**config.mk**
```make
export PLATFORM = sky130hd
export DESIGN_NAME = mvd_move_datapath
export DESIGN_NICKNAME = d
export VERILOG_FILES = /design/src/hdl/mvd_file_ram.v /design/src/hdl/mvd_move_datapath.v
export VERILOG_INCLUDE_DIRS = /design/src /design/src/hdl
export SDC_FILE = /design/constraint.sdc
export NUM_CORES = 1
export LEC_CHECK = 0
export BUFFER_PORTS_ARGS = -buffer_cell sky130_fd_sc_hd__buf_2
export CORE_MARGIN = 2
export CORE_UTILIZATION = 49
export CTS_CLUSTER_DIAMETER = 60
export DETAILED_ROUTE_END_ITERATION = 10
export GPL_TIMING_DRIVEN = 0
export PLACE_DENSITY = 0.7
export REMOVE_ABC_BUFFERS = 1
export SETUP_SLACK_MARGIN = 0.3
export SLEW_MARGIN = 20
export SYNTH_ARGS = -nofsm -noshare
export SYNTH_HDL_FRONTEND = slang
export SYNTH_SLANG_ARGS = --single-unit
```
**constraint.sdc**
```tcl
create_clock -name mclk_i -period 10.8 [get_ports mclk_i]
set_input_delay 2.16 -clock mclk_i [delete_from_list [all_inputs] [get_ports mclk_i]]
set_output_delay 2.16 -clock mclk_i [all_outputs]
set_load 0.05 [all_outputs]
```
**src/hdl/mvd_defs.vh**
```
// mvd_defs.vh: instruction encoding, widths and reset values for the move datapath.
// assumes it is included by bare name from design files under hdl/.
`ifndef MVD_DEFS_VH
`define MVD_DEFS_VH

// 14-bit instruction word, top three bits pick the move kind
`define MVD_OP_HI 13
`define MVD_OP_LO 11
`define MVD_OP_NOP 3'h0
`define MVD_OP_REG_DEST 3'h1
`define MVD_OP_IND_LOAD 3'h2
`define MVD_OP_LIT_BANK 3'h3
`define MVD_OP_LIT_PCU 3'h4
`define MVD_OP_LIT_ACC 3'h5
`define MVD_OP_ACC_REG 3'h6

// field positions
`define MVD_DEST_BIT 7
`define MVD_FADDR_HI 6
`define MVD_FADDR_LO 0
`define MVD_PSEL_BIT 8
`define MVD_REL_BIT 7
`define MVD_MODE_HI 1
`define MVD_MODE_LO 0
`define MVD_OFS_HI 5
`define MVD_OFS_LO 0
`define MVD_LIT_HI 7
`define MVD_LIT_LO 0

// pointer update modes
`define MVD_MODE_PREINC 2'h0
`define MVD_MODE_PREDEC 2'h1
`define MVD_MODE_POSTINC 2'h2
`define MVD_MODE_POSTDEC 2'h3

// reset values
`define MVD_RST_ACC 8'h00
`define MVD_RST_BANK 5'h00
`define MVD_RST_PCU 7'h00
`define MVD_RST_PTR 16'h0000

`endif

```
**src/hdl/mvd_file_ram.v**
```verilog
// mvd_file_ram.v: small synchronous memory standing in for the file registers.
// assumes one write port and one read port on the same clock; read data registered.
`default_nettype none

module mvd_file_ram #(
	parameter AW = 7,
	parameter DW = 8
) (
	input wire mclk_i,
	input wire ce_i,
	input wire we_i,
	input wire [AW-1:0] waddr_i,
	input wire [DW-1:0] wdata_i,
	input wire [AW-1:0] raddr_i,
	output reg [DW-1:0] rdata_o
);

	reg [DW-1:0] mem [0:(1<<AW)-1];

	// registered read, write has no bypass to the read port
	always @(posedge mclk_i) begin
		if (ce_i) begin
			if (we_i) begin
				mem[waddr_i] <= wdata_i;
			end
			rdata_o <= mem[raddr_i];
		end
	end

endmodule

`default_nettype wire

```
**src/hdl/mvd_move_datapath.v**
```verilog
// mvd_move_datapath.v: execution of the data-move instructions of an 8-bit core.
// assumes the decoder holds instr_i one cycle while exec_i is high; data memory answers one cycle later.
//
// What this block does
// - register move with dest 0 copies file register into accumulator only.
// - register move with dest 1 writes file register value back to itself.
// - register move updates zero flag from the moved value, either destination.
// - indirect load reads memory at pointer address into accumulator.
// - effective address is pointer, pointer+1, pointer-1, or pointer plus signed offset -32..31.
// - pointer becomes +1 for increments, -1 for decrements, unchanged for offset form.
// - mode 00 preinc, 01 predec, 10 postinc, 11 postdec; one bit picks pointer.
// - pointers are 16-bit and wrap past FFFFh or below 0000h.
// - literal-to-bank loads 5-bit value into bank pointer, flags untouched.
// - literal-to-latch loads 7-bit value into pc upper latch, flags untouched.
// - literal-to-accumulator loads 8-bit value, flags untouched.
// - accumulator-to-register writes accumulator into addressed file register, no flags.
`default_nettype none
`include "mvd_defs.vh"

module mvd_move_datapath #(
	parameter FAW = 7,
	parameter PW = 16
) (
	input wire mclk_i,
	input wire rst_i,
	input wire ce_i,
	input wire exec_i,
	input wire [13:0] instr_i,
	input wire [7:0] dmem_rdata_i,
	output reg [PW-1:0] dmem_addr_o,
	output reg dmem_rd_o,
	output reg [7:0] acc_o,
	output reg zero_o,
	output reg [4:0] bank_o,
	output reg [6:0] pc_upper_o,
	output reg [PW-1:0] ptr0_o,
	output reg [PW-1:0] ptr1_o,
	output reg busy_o
);

	localparam ST_IDLE = 3'b001;
	localparam ST_FREAD = 3'b010;
	localparam ST_IREAD = 3'b100;

	// sign-extend the 6-bit relative offset to pointer width
	function [PW-1:0] sext_ofs;
		input [5:0] k;
		begin
			sext_ofs = {{(PW-6){k[5]}}, k};
		end
	endfunction

	reg [2:0] state_q, state_d;
	reg [FAW-1:0] faddr_q;
	reg dest_q;
	wire [2:0] op = instr_i[`MVD_OP_HI:`MVD_OP_LO];
	wire [FAW-1:0] faddr = instr_i[`MVD_FADDR_HI:`MVD_FADDR_LO];
	wire [1:0] mode = instr_i[`MVD_MODE_HI:`MVD_MODE_LO];
	wire psel = instr_i[`MVD_PSEL_BIT];
	wire rel = instr_i[`MVD_REL_BIT];
	wire [7:0] lit = instr_i[`MVD_LIT_HI:`MVD_LIT_LO];
	// pointer sums kept at full width, so wrap past either end costs nothing
	wire [PW-1:0] ptr_cur = psel ? ptr1_o : ptr0_o;
	wire [PW-1:0] one = {{(PW-1){1'b0}}, 1'b1};
	wire [PW-1:0] ptr_inc = ptr_cur + one;
	wire [PW-1:0] ptr_dec = ptr_cur - one;
	wire [PW-1:0] ptr_rel = ptr_cur + sext_ofs(instr_i[`MVD_OFS_HI:`MVD_OFS_LO]);
	// a word offered during a read move is dropped; the decoder must watch busy_o
	wire idle = state_q == ST_IDLE;
	wire go = ce_i & exec_i & idle;
	wire [7:0] fr_rdata;
	reg fr_we;
	reg [FAW-1:0] fr_waddr;
	reg [7:0] fr_wdata;
	reg [PW-1:0] eaddr;
	reg [PW-1:0] ptr_next;

	// file register store; read address follows the decoded operand
	// write-back and accumulator store share one write port; go needs idle so they never meet
	mvd_file_ram #(
		.AW(FAW),
		.DW(8)
	) u_fram (
		.mclk_i(mclk_i),
		.ce_i(ce_i),
		.we_i(fr_we),
		.waddr_i(fr_waddr),
		.wdata_i(fr_wdata),
		.raddr_i(faddr),
		.rdata_o(fr_rdata)
	);

	// effective address and pointer update per mode
	// post modes address the old value, pre modes the new one
	always @* begin
		eaddr = ptr_cur;
		ptr_next = ptr_cur;
		if (rel) begin
			eaddr = ptr_rel;
		end else begin
			case (mode)
				`MVD_MODE_PREINC: begin
					eaddr = ptr_inc;
					ptr_next = ptr_inc;
				end
				`MVD_MODE_PREDEC: begin
					eaddr = ptr_dec;
					ptr_next = ptr_dec;
				end
				`MVD_MODE_POSTINC: begin
					eaddr = ptr_cur;
					ptr_next = ptr_inc;
				end
				default: begin
					eaddr = ptr_cur;
					ptr_next = ptr_dec;
				end
			endcase
		end
	end

	// file register write port
	always @* begin
		fr_we = 1'b0;
		fr_waddr = faddr_q;
		fr_wdata = fr_rdata;
		if (state_q == ST_FREAD && dest_q) begin
			fr_we = 1'b1;
		end else if (go && op == `MVD_OP_ACC_REG) begin
			fr_we = 1'b1;
			fr_waddr = faddr;
			fr_wdata = acc_o;
		end
	end

	// sequencing: reads take one extra cycle for memory latency
	always @* begin
		state_d = state_q;
		case (state_q)
			ST_IDLE: begin
				if (go && op == `MVD_OP_REG_DEST) begin
					state_d = ST_FREAD;
				end else if (go && op == `MVD_OP_IND_LOAD) begin
					state_d = ST_IREAD;
				end
			end
			ST_FREAD: state_d = ST_IDLE;
			ST_IREAD: state_d = ST_IDLE;
			default: state_d = ST_IDLE;
		endcase
	end

	// architectural registers
	always @(posedge mclk_i) begin
		if (rst_i) begin
			state_q <= ST_IDLE;
			faddr_q <= {FAW{1'b0}};
			dest_q <= 1'b0;
			acc_o <= `MVD_RST_ACC;
			zero_o <= 1'b0;
			bank_o <= `MVD_RST_BANK;
			pc_upper_o <= `MVD_RST_PCU;
			ptr0_o <= `MVD_RST_PTR;
			ptr1_o <= `MVD_RST_PTR;
			dmem_addr_o <= {PW{1'b0}};
			dmem_rd_o <= 1'b0;
			busy_o <= 1'b0;
		end else if (ce_i) begin
			state_q <= state_d;
			busy_o <= state_d != ST_IDLE;
			dmem_rd_o <= 1'b0;
			// operands latched, so instr_i may move on during the second cycle
			if (go) begin
				faddr_q <= faddr;
				dest_q <= instr_i[`MVD_DEST_BIT];
				case (op)
					`MVD_OP_IND_LOAD: begin
						dmem_addr_o <= eaddr;
						dmem_rd_o <= 1'b1;
						if (psel) begin
							ptr1_o <= ptr_next;
						end else begin
							ptr0_o <= ptr_next;
						end
					end
					`MVD_OP_LIT_BANK: bank_o <= lit[4:0];
					`MVD_OP_LIT_PCU: pc_upper_o <= lit[6:0];
					`MVD_OP_LIT_ACC: acc_o <= lit;
					default: ;
				endcase
			end
			// ram data registered at the taking edge is valid now
			if (state_q == ST_FREAD) begin
				if (!dest_q) begin
					acc_o <= fr_rdata;
				end
				zero_o <= fr_rdata == 8'h00;
			end
			// external data sampled one cycle after the read strobe
			if (state_q == ST_IREAD) begin
				acc_o <= dmem_rdata_i;
				zero_o <= dmem_rdata_i == 8'h00;
			end
		end
	end

endmodule

`default_nettype wire

```
-- Yosys cells after proc, flatten, opt, wreduce, memory -nomap -nowiden
Memory sizes are Yosys's and may differ from the RTL's. A register that Yosys moved wholly into a read port is not among the register bits.
Cells that the tools add are included.
- equal/unequal tests: 12
- bitwise gates (word level): 3
- reductions and logical operators: 16
- $add $sub $neg: 3
- mux-type cells: 26
- operators with widths (operator ; number):
    $mux W16 ; 4
    $mux W8 ; 7
    $pmux W16 S2 ; 1
    $add A16 B1 Y16 const B ; 1
    $add A16 B16 Y16 ; 1
    $logic_not A8 Y1 ; 2
    $sub A16 B1 Y16 const B ; 1
    $mux W7 ; 2
    $eq A3 B3 Y1 const B ; 4
    $eq A3 B2 Y1 const B ; 3
    $mux W1 ; 9
    $mux W3 ; 3
    $reduce_and A3 Y1 ; 3
    $reduce_and A4 Y1 ; 2
    $eq A3 B1 Y1 const B ; 2
    $logic_and A1 B1 Y1 ; 4
    $reduce_and A2 Y1 ; 2
    $ne A3 B1 Y1 const B ; 1
    $and A1 B1 Y1 ; 2
    $eq A2 B1 Y1 const B ; 1
    $eq A2 B2 Y1 const B ; 1
    $logic_not A2 Y1 ; 1
    $reduce_bool A2 Y1 ; 1
    $reduce_or A2 Y1 ; 1
    $not A1 Y1 ; 1
- word-level logic and storage cells: 73
- memories: 1
- memory bits (writable): 1024
- input bits: 26
- output and inout bits: 71
- bits in registers: 82
- memory list (memory ; depth ; bits a word ; rd ports ; clocked after memory_dff ; wr ports ; line ; RTL):
    u_fram.mem ; 128 ; 8 ; 1 ; 1 ; 1 ; mvd_file_ram.v:18 ; reg [DW-1:0] mem [0:(1<<AW)-1];

-- Logic depth before layout (Yosys ltp)
- depth in word-level cells: 8
- mapped depth: 17
- depth with buffers taken out: 13

-- By module
A second synthesis with hierarchy kept.
- cell total of the unflattened synthesis: 2325
- area total of the unflattened synthesis: 45223.4 µm²
- by module, submodules not included (module ; cells an instance ; sequential area each (µm²) ; area each (µm²) ; times used):
    mvd_file_ram ; 1633 ; 30989.7 ; 39766.9 ; 1
    mvd_move_datapath ; 692 ; 1641.6 ; 5456.5 ; 1

-- Least setup slack after synthesis
Ideal clock, no wire load.
- path type: input-to-reg
- start: input instr_i[8]
- end: register dmem_addr_o[12]
- data required time: 10714 ps
- path buffers: 4
- setup slack: 5241 ps
- setup time: 86 ps
- stages on the path: 17
- arrival: 5473 ps
- cells stage by stage: clkbuf_1 buf_2 buf_2 buf_1 mux2i_1 inv_1 ha_1 inv_1 fa_1 nor2b_1 o31a_1 o41ai_1 o21ai_0 o31ai_1 xnor2_1 mux2i_1 a211oi_1
- word-level cells in the longest chain between the ends: 4
- elaborated cells on any way between the ends: 6
- those cells by class: add/sub (3); mux (3)
- RTL lines (what ; line ; RTL):
    from (decl) ; mvd_move_datapath.v:28 ; input wire [13:0] instr_i,
    $mux W16 * ; mvd_move_datapath.v:63 ; wire [PW-1:0] ptr_cur = psel ? ptr1_o : ptr0_o;
    $sub A16 B1 Y16 / $add A16 B1 Y16 (equally long branches) ; mvd_move_datapath.v:66, mvd_move_datapath.v:65 ;
    $pmux W16 S2 ; mvd_move_datapath.v:101 ; case (mode)
    $mux W16 * ; mvd_move_datapath.v:98 ; if (rel) begin
    to (signal assigned) ; mvd_move_datapath.v:165 ; dmem_addr_o <= {PW{1'b0}};
    to (signal assigned) ; mvd_move_datapath.v:178 ; dmem_addr_o <= eaddr;
    to (decl) ; mvd_move_datapath.v:30 ; output reg [PW-1:0] dmem_addr_o,
Mark *: on every way between the ends. The rest lies on a longest branch, timed or not.
A chain may end at the register's enable or synchronous reset.

-- Final worst setup path
- start: input ce_i
- end: memory u_fram.mem[66][4] (enable)
- word-level cells in the longest chain between the ends: 8
- elaborated cells on any way between the ends: 10
- those cells by class: mux (7); bitwise (2); reduce/logical (1)
- RTL lines (what ; line ; RTL):
    from (decl) ; mvd_move_datapath.v:26 ; input wire ce_i,
    $and A1 B1 Y1 (2 in series) ; mvd_move_datapath.v:70 ; wire go = ce_i & exec_i & idle;
    $logic_and A1 B1 Y1 (no line) ; n/a ;
    $mux W1 ; mvd_move_datapath.v:129 ; end else if (go && op == `MVD_OP_ACC_REG) begin
    $mux W1 ; mvd_move_datapath.v:127 ; if (state_q == ST_FREAD && dest_q) begin
    $mux W1 ; mvd_file_ram.v:23 ; if (we_i) begin
    $mux W1 ; mvd_file_ram.v:22 ; if (ce_i) begin
    $mux W1 (implied by the code) ; mvd_file_ram.v:24 ; mem[waddr_i] <= wdata_i;
    to (decl) ; mvd_file_ram.v:18 ;
Parallel ways exist; a longest one is shown, timed or not.

==> out/qor_table.md <==
| Metric | Value |
|:---|:---|
| Result of the run | complete, no violations |
| Layout cell share with drive strength beyond 1 | 24.7% |
| I/O pins | 97 |
| First-pass GRT wire length | 151000 um |
| Total instance count after detailed placement | 3568 |
| Full die area | 94800 um^2 |
| Sequential area share after synthesis | 72.1% |
| Buffers on Ports | 94 |
| Post-Syn Area per Cell | 18.8 um^2 |
| # hold bufs at CTS | 0 |
| CTS sink cnt | 1114 |
| Final Hold Viols | 0 |
| Peak ir drop on the vdd network | 0.129 mV |
| Clk buf depth | 3 |
| Arrival time of the worst setup path | 6.73 ns |
| Required @ worst endpoint | 11.08 ns |
| Post-placement cell area | 47300 um^2 |
| FP Rows | 111 |
| Final Instance Area | 50900 um^2 |
| Total detailed-routing wirelength | 102000 um |
| Max_cap viols | 0 |
| DR iter-0 viols | 2540 |
| Die W | 308 um |
| Leading cell types by total area after synthesis | sky130_fd_sc_hd__edfxtp_1, sky130_fd_sc_hd__mux4_2, sky130_fd_sc_hd__dfxtp_1 |
| Overall via count from detail_route | 23300 |
| Core region area | 91500 um^2 |
| Antenna Violating Nets Remaining | 0 |
| Clock root buffer master | sky130_fd_sc_hd__clkbuf_16 |
| Proportion of register bits with asynchronous set or reset after synthesis | 0% |
| Die H | 308 um |
| Power density relative to cell area | 180 nW/um^2 |
| Number of flip-flops and latches in the synthesized netlist | 1114 |
| Maximum number of pins on one net before global-route repair | 91 |
| Non-Filler Instances | 3778 |
| Final period utilization | 59.8% |
| Type of the most critical hold path | register to register |
| Final core utilization | 55.6% |
| Count of warnings emitted by yosys | 0 |
| Category of the most critical setup path | input pin to register |
| Slowest library cell on the worst path | sky130_fd_sc_hd__nor2_1 |
| Final max-slew violation count | 0 |
| CTS tree | yes |
| Ordered list of cells on the worst path | buf_2 -> nand2_1 -> nor3_2 -> buf_4 -> nand4b_1 -> a21boi_2 -> nand2b_2 -> nor2_1 |
| Cell with the most instances after synthesis | sky130_fd_sc_hd__edfxtp_1 |
| Library cell with the largest summed area after synthesis | sky130_fd_sc_hd__edfxtp_1 |
| Synthesis-to-finish area growth | 12.6% |
| Sum of internal, switching and leakage power | 9.18 mW |
| Post-layout net count | 2538 |
| Fin crit period | 6.45 ns |
| Commonest cells in the synthesized netlist | sky130_fd_sc_hd__edfxtp_1, sky130_fd_sc_hd__mux4_2, sky130_fd_sc_hd__nor2_1 |
| Final setup vio count | 0 |
| Fin Setup TNS | 0 ns |
| Residual DRC count | 0 |
| FMAX | 155 MHz |
| Post-route setup slack | 4.35 ns |
| Critical Path End Type | register |
| Maximum level of the CTS H-tree | 3 |
| Insertion delay of the later-clocked pin in the worst-skew pair | 0.68 ns |
| Effective utilization at floorplan | 49.4% |
| Static leakage | 16.3 nW |
| Detailed-route wire length per cell | 27.0 um |
| Clock-pin slew on the worst setup and hold paths | 0.06 ns |
| Combined area of all synthesized cells | 45200 um^2 |
| Number of antenna violations at the first check in global routing | 1 |
| Worst-margin pin slew | 1.00 ns |
| Via-per-instance ratio | 6.17 |
| Slew headroom | 32.7% |
| Distinct cell type count after synthesis | 64 |
| Cell family with the largest share of critical-path delay | simple AND/OR/NAND/NOR gates |
| Setup repair after global routing missed its margin | no |
| Via count of the first global-routing pass | 23300 |
| Clock tree skew after final layout | 0.0292 ns |
| Share of the synthesized area in the top cell type | 68.5% |
| Number of enable-type register cells in the synthesized netlist | 1032 |
| Largest stage delay, worst path | 0.92 ns |
| Drt first pass iters | 7 |
| Final weighted congestion in routability-driven placement | 0.883 |
| Post-Synthesis Cells | 2401 |
| Setup fix buffers added after clock tree synthesis | 0 |
| Critical path launch point type | input pin |
| Overall track demand over capacity in global routing | 21.6% |
| Count of inserted antenna diode cells | 0 |
| Number of buffers added by the clock tree synthesis step | 110 |
| Resize count post-CTS | 0 |
| Minimum hold slack | 0.457 ns |
| Buf/Inv on CP | 2 |
| Fillers | 6682 |
| Pre-CTS WS | 3.57 ns |
| Synth Flop Type | sky130_fd_sc_hd__edfxtp_1 |
| Total congestion overflow | 0 |
| Worst-path fanout max | 33 |
| Total half-perimeter wirelength after legalization and detailed placement | 62200 um |
==> state kept, by name, summed over array words and instances, names as in the netlist <==
signal and flops:
acc_o 8, bank_o 5, busy_o 1, dest_q 1, dmem_addr_o 16, dmem_rd_o 1
faddr_q 7, pc_upper_o 7, ptr0_o 16, ptr1_o 16, state_q 3, u_fram.mem 1024
u_fram.rdata_o 8, zero_o 1
==> report_power, final <==
group          internal [mW]  switching, mW
logic                  0.196          0.365
clock network           2.22           1.60
registers               4.79        0.00954
==> layout make-up <==
| cell class | count | area, um^2 | area share, % |
|---|---|---|---|
| Clock buffer | 134 | 2920 | 5.74 |
| Clock inverter | 76 | 734 | 1.44 |
| Inverter | 17 | 63.8 | 0.125 |
| Multi-Input combinational cell | 1134 | 12000 | 23.6 |
| Sequential cell | 1114 | 32600 | 64.1 |
| Tap cell | 1186 | 1480 | 2.91 |
| Timing Repair Buffer | 117 | 1050 | 2.07 |
==> cell families after synthesis <==
kind of cell             synth area share (%)
buffers and inverters                    1.50
flip-flops                               72.1
adder cells (fa/ha/maj)                 0.514
AO/OA/AOI/OAI                            2.91
XOR/XNOR                                0.736
AND/OR/NAND/NOR                          4.80
multiplexers                             17.4
==> layer usage <==
| layer | part of all wire, % | vias up | track usage (%) |
|---|---|---|---|
| li1 | - | 9970 | - |
| met1 | 41 | 12100 | 30.5 |
| met2 | 48 | 1070 | 34.6 |
| met3 | 8.3 | 172 | 4.20 |
| met4 | 2.7 | 2 | 5.94 |
| met5 | 0.012 | - | 0 |
==> worst paths after layout <==
path	startpoint	end	slack [ns]	depth (start not counted)
worst max-delay path	ce_i	u_fram.mem[66][4]$_DFFE_PP_	4.35	8
worst max register to register	state_q[1]$_SDFFE_PP0P_	u_fram.mem[66][4]$_DFFE_PP_	6.00	7
worst min register to register	dmem_addr_o[1]$_SDFFE_PP0P_	dmem_addr_o[1]$_SDFFE_PP0P_	0.46	2
worst min-delay path	dmem_addr_o[1]$_SDFFE_PP0P_	dmem_addr_o[1]$_SDFFE_PP0P_	0.46	2
==> cells in the final DEF, fill, tap and decap left out, types with 16 or more instances in the layout <==
| master | count |
|---|---|
| sky130_fd_sc_hd__edfxtp_1 | 1032 |
| sky130_fd_sc_hd__mux4_2 | 317 |
| sky130_fd_sc_hd__nor2_1 | 235 |
| sky130_fd_sc_hd__clkbuf_16 | 113 |
| sky130_fd_sc_hd__nand2_1 | 89 |
| sky130_fd_sc_hd__buf_2 | 88 |
| sky130_fd_sc_hd__dfxtp_1 | 82 |
| sky130_fd_sc_hd__mux2i_1 | 59 |
| sky130_fd_sc_hd__a21oi_1 | 58 |
| sky130_fd_sc_hd__o21ai_0 | 41 |
| sky130_fd_sc_hd__clkinv_1 | 29 |
| sky130_fd_sc_hd__a211oi_1 | 28 |
| sky130_fd_sc_hd__or3_1 | 25 |
| sky130_fd_sc_hd__xnor2_1 | 22 |
| sky130_fd_sc_hd__nor3_1 | 21 |
| sky130_fd_sc_hd__nand3_1 | 20 |
| sky130_fd_sc_hd__clkinv_2 | 20 |
| sky130_fd_sc_hd__o21ai_1 | 17 |
| sky130_fd_sc_hd__ha_1 | 17 |
| sky130_fd_sc_hd__buf_16 | 17 |
| sky130_fd_sc_hd__inv_1 | 16 |
| sky130_fd_sc_hd__xor2_1 | 16 |
| sky130_fd_sc_hd__clkbuf_1 | 16 |
==> worst reg2reg max path: stages (launching register included) <==
cell	delay [ns]
sky130_fd_sc_hd__dfxtp_1	0.37
sky130_fd_sc_hd__nand2b_1	0.21
sky130_fd_sc_hd__nor3_2	0.44
sky130_fd_sc_hd__buf_4	0.26
sky130_fd_sc_hd__nand4b_1	0.77
sky130_fd_sc_hd__a21boi_2	0.87
sky130_fd_sc_hd__nand2b_2	0.58
sky130_fd_sc_hd__nor2_1	0.93
Power figures use the tool's default switching activity.
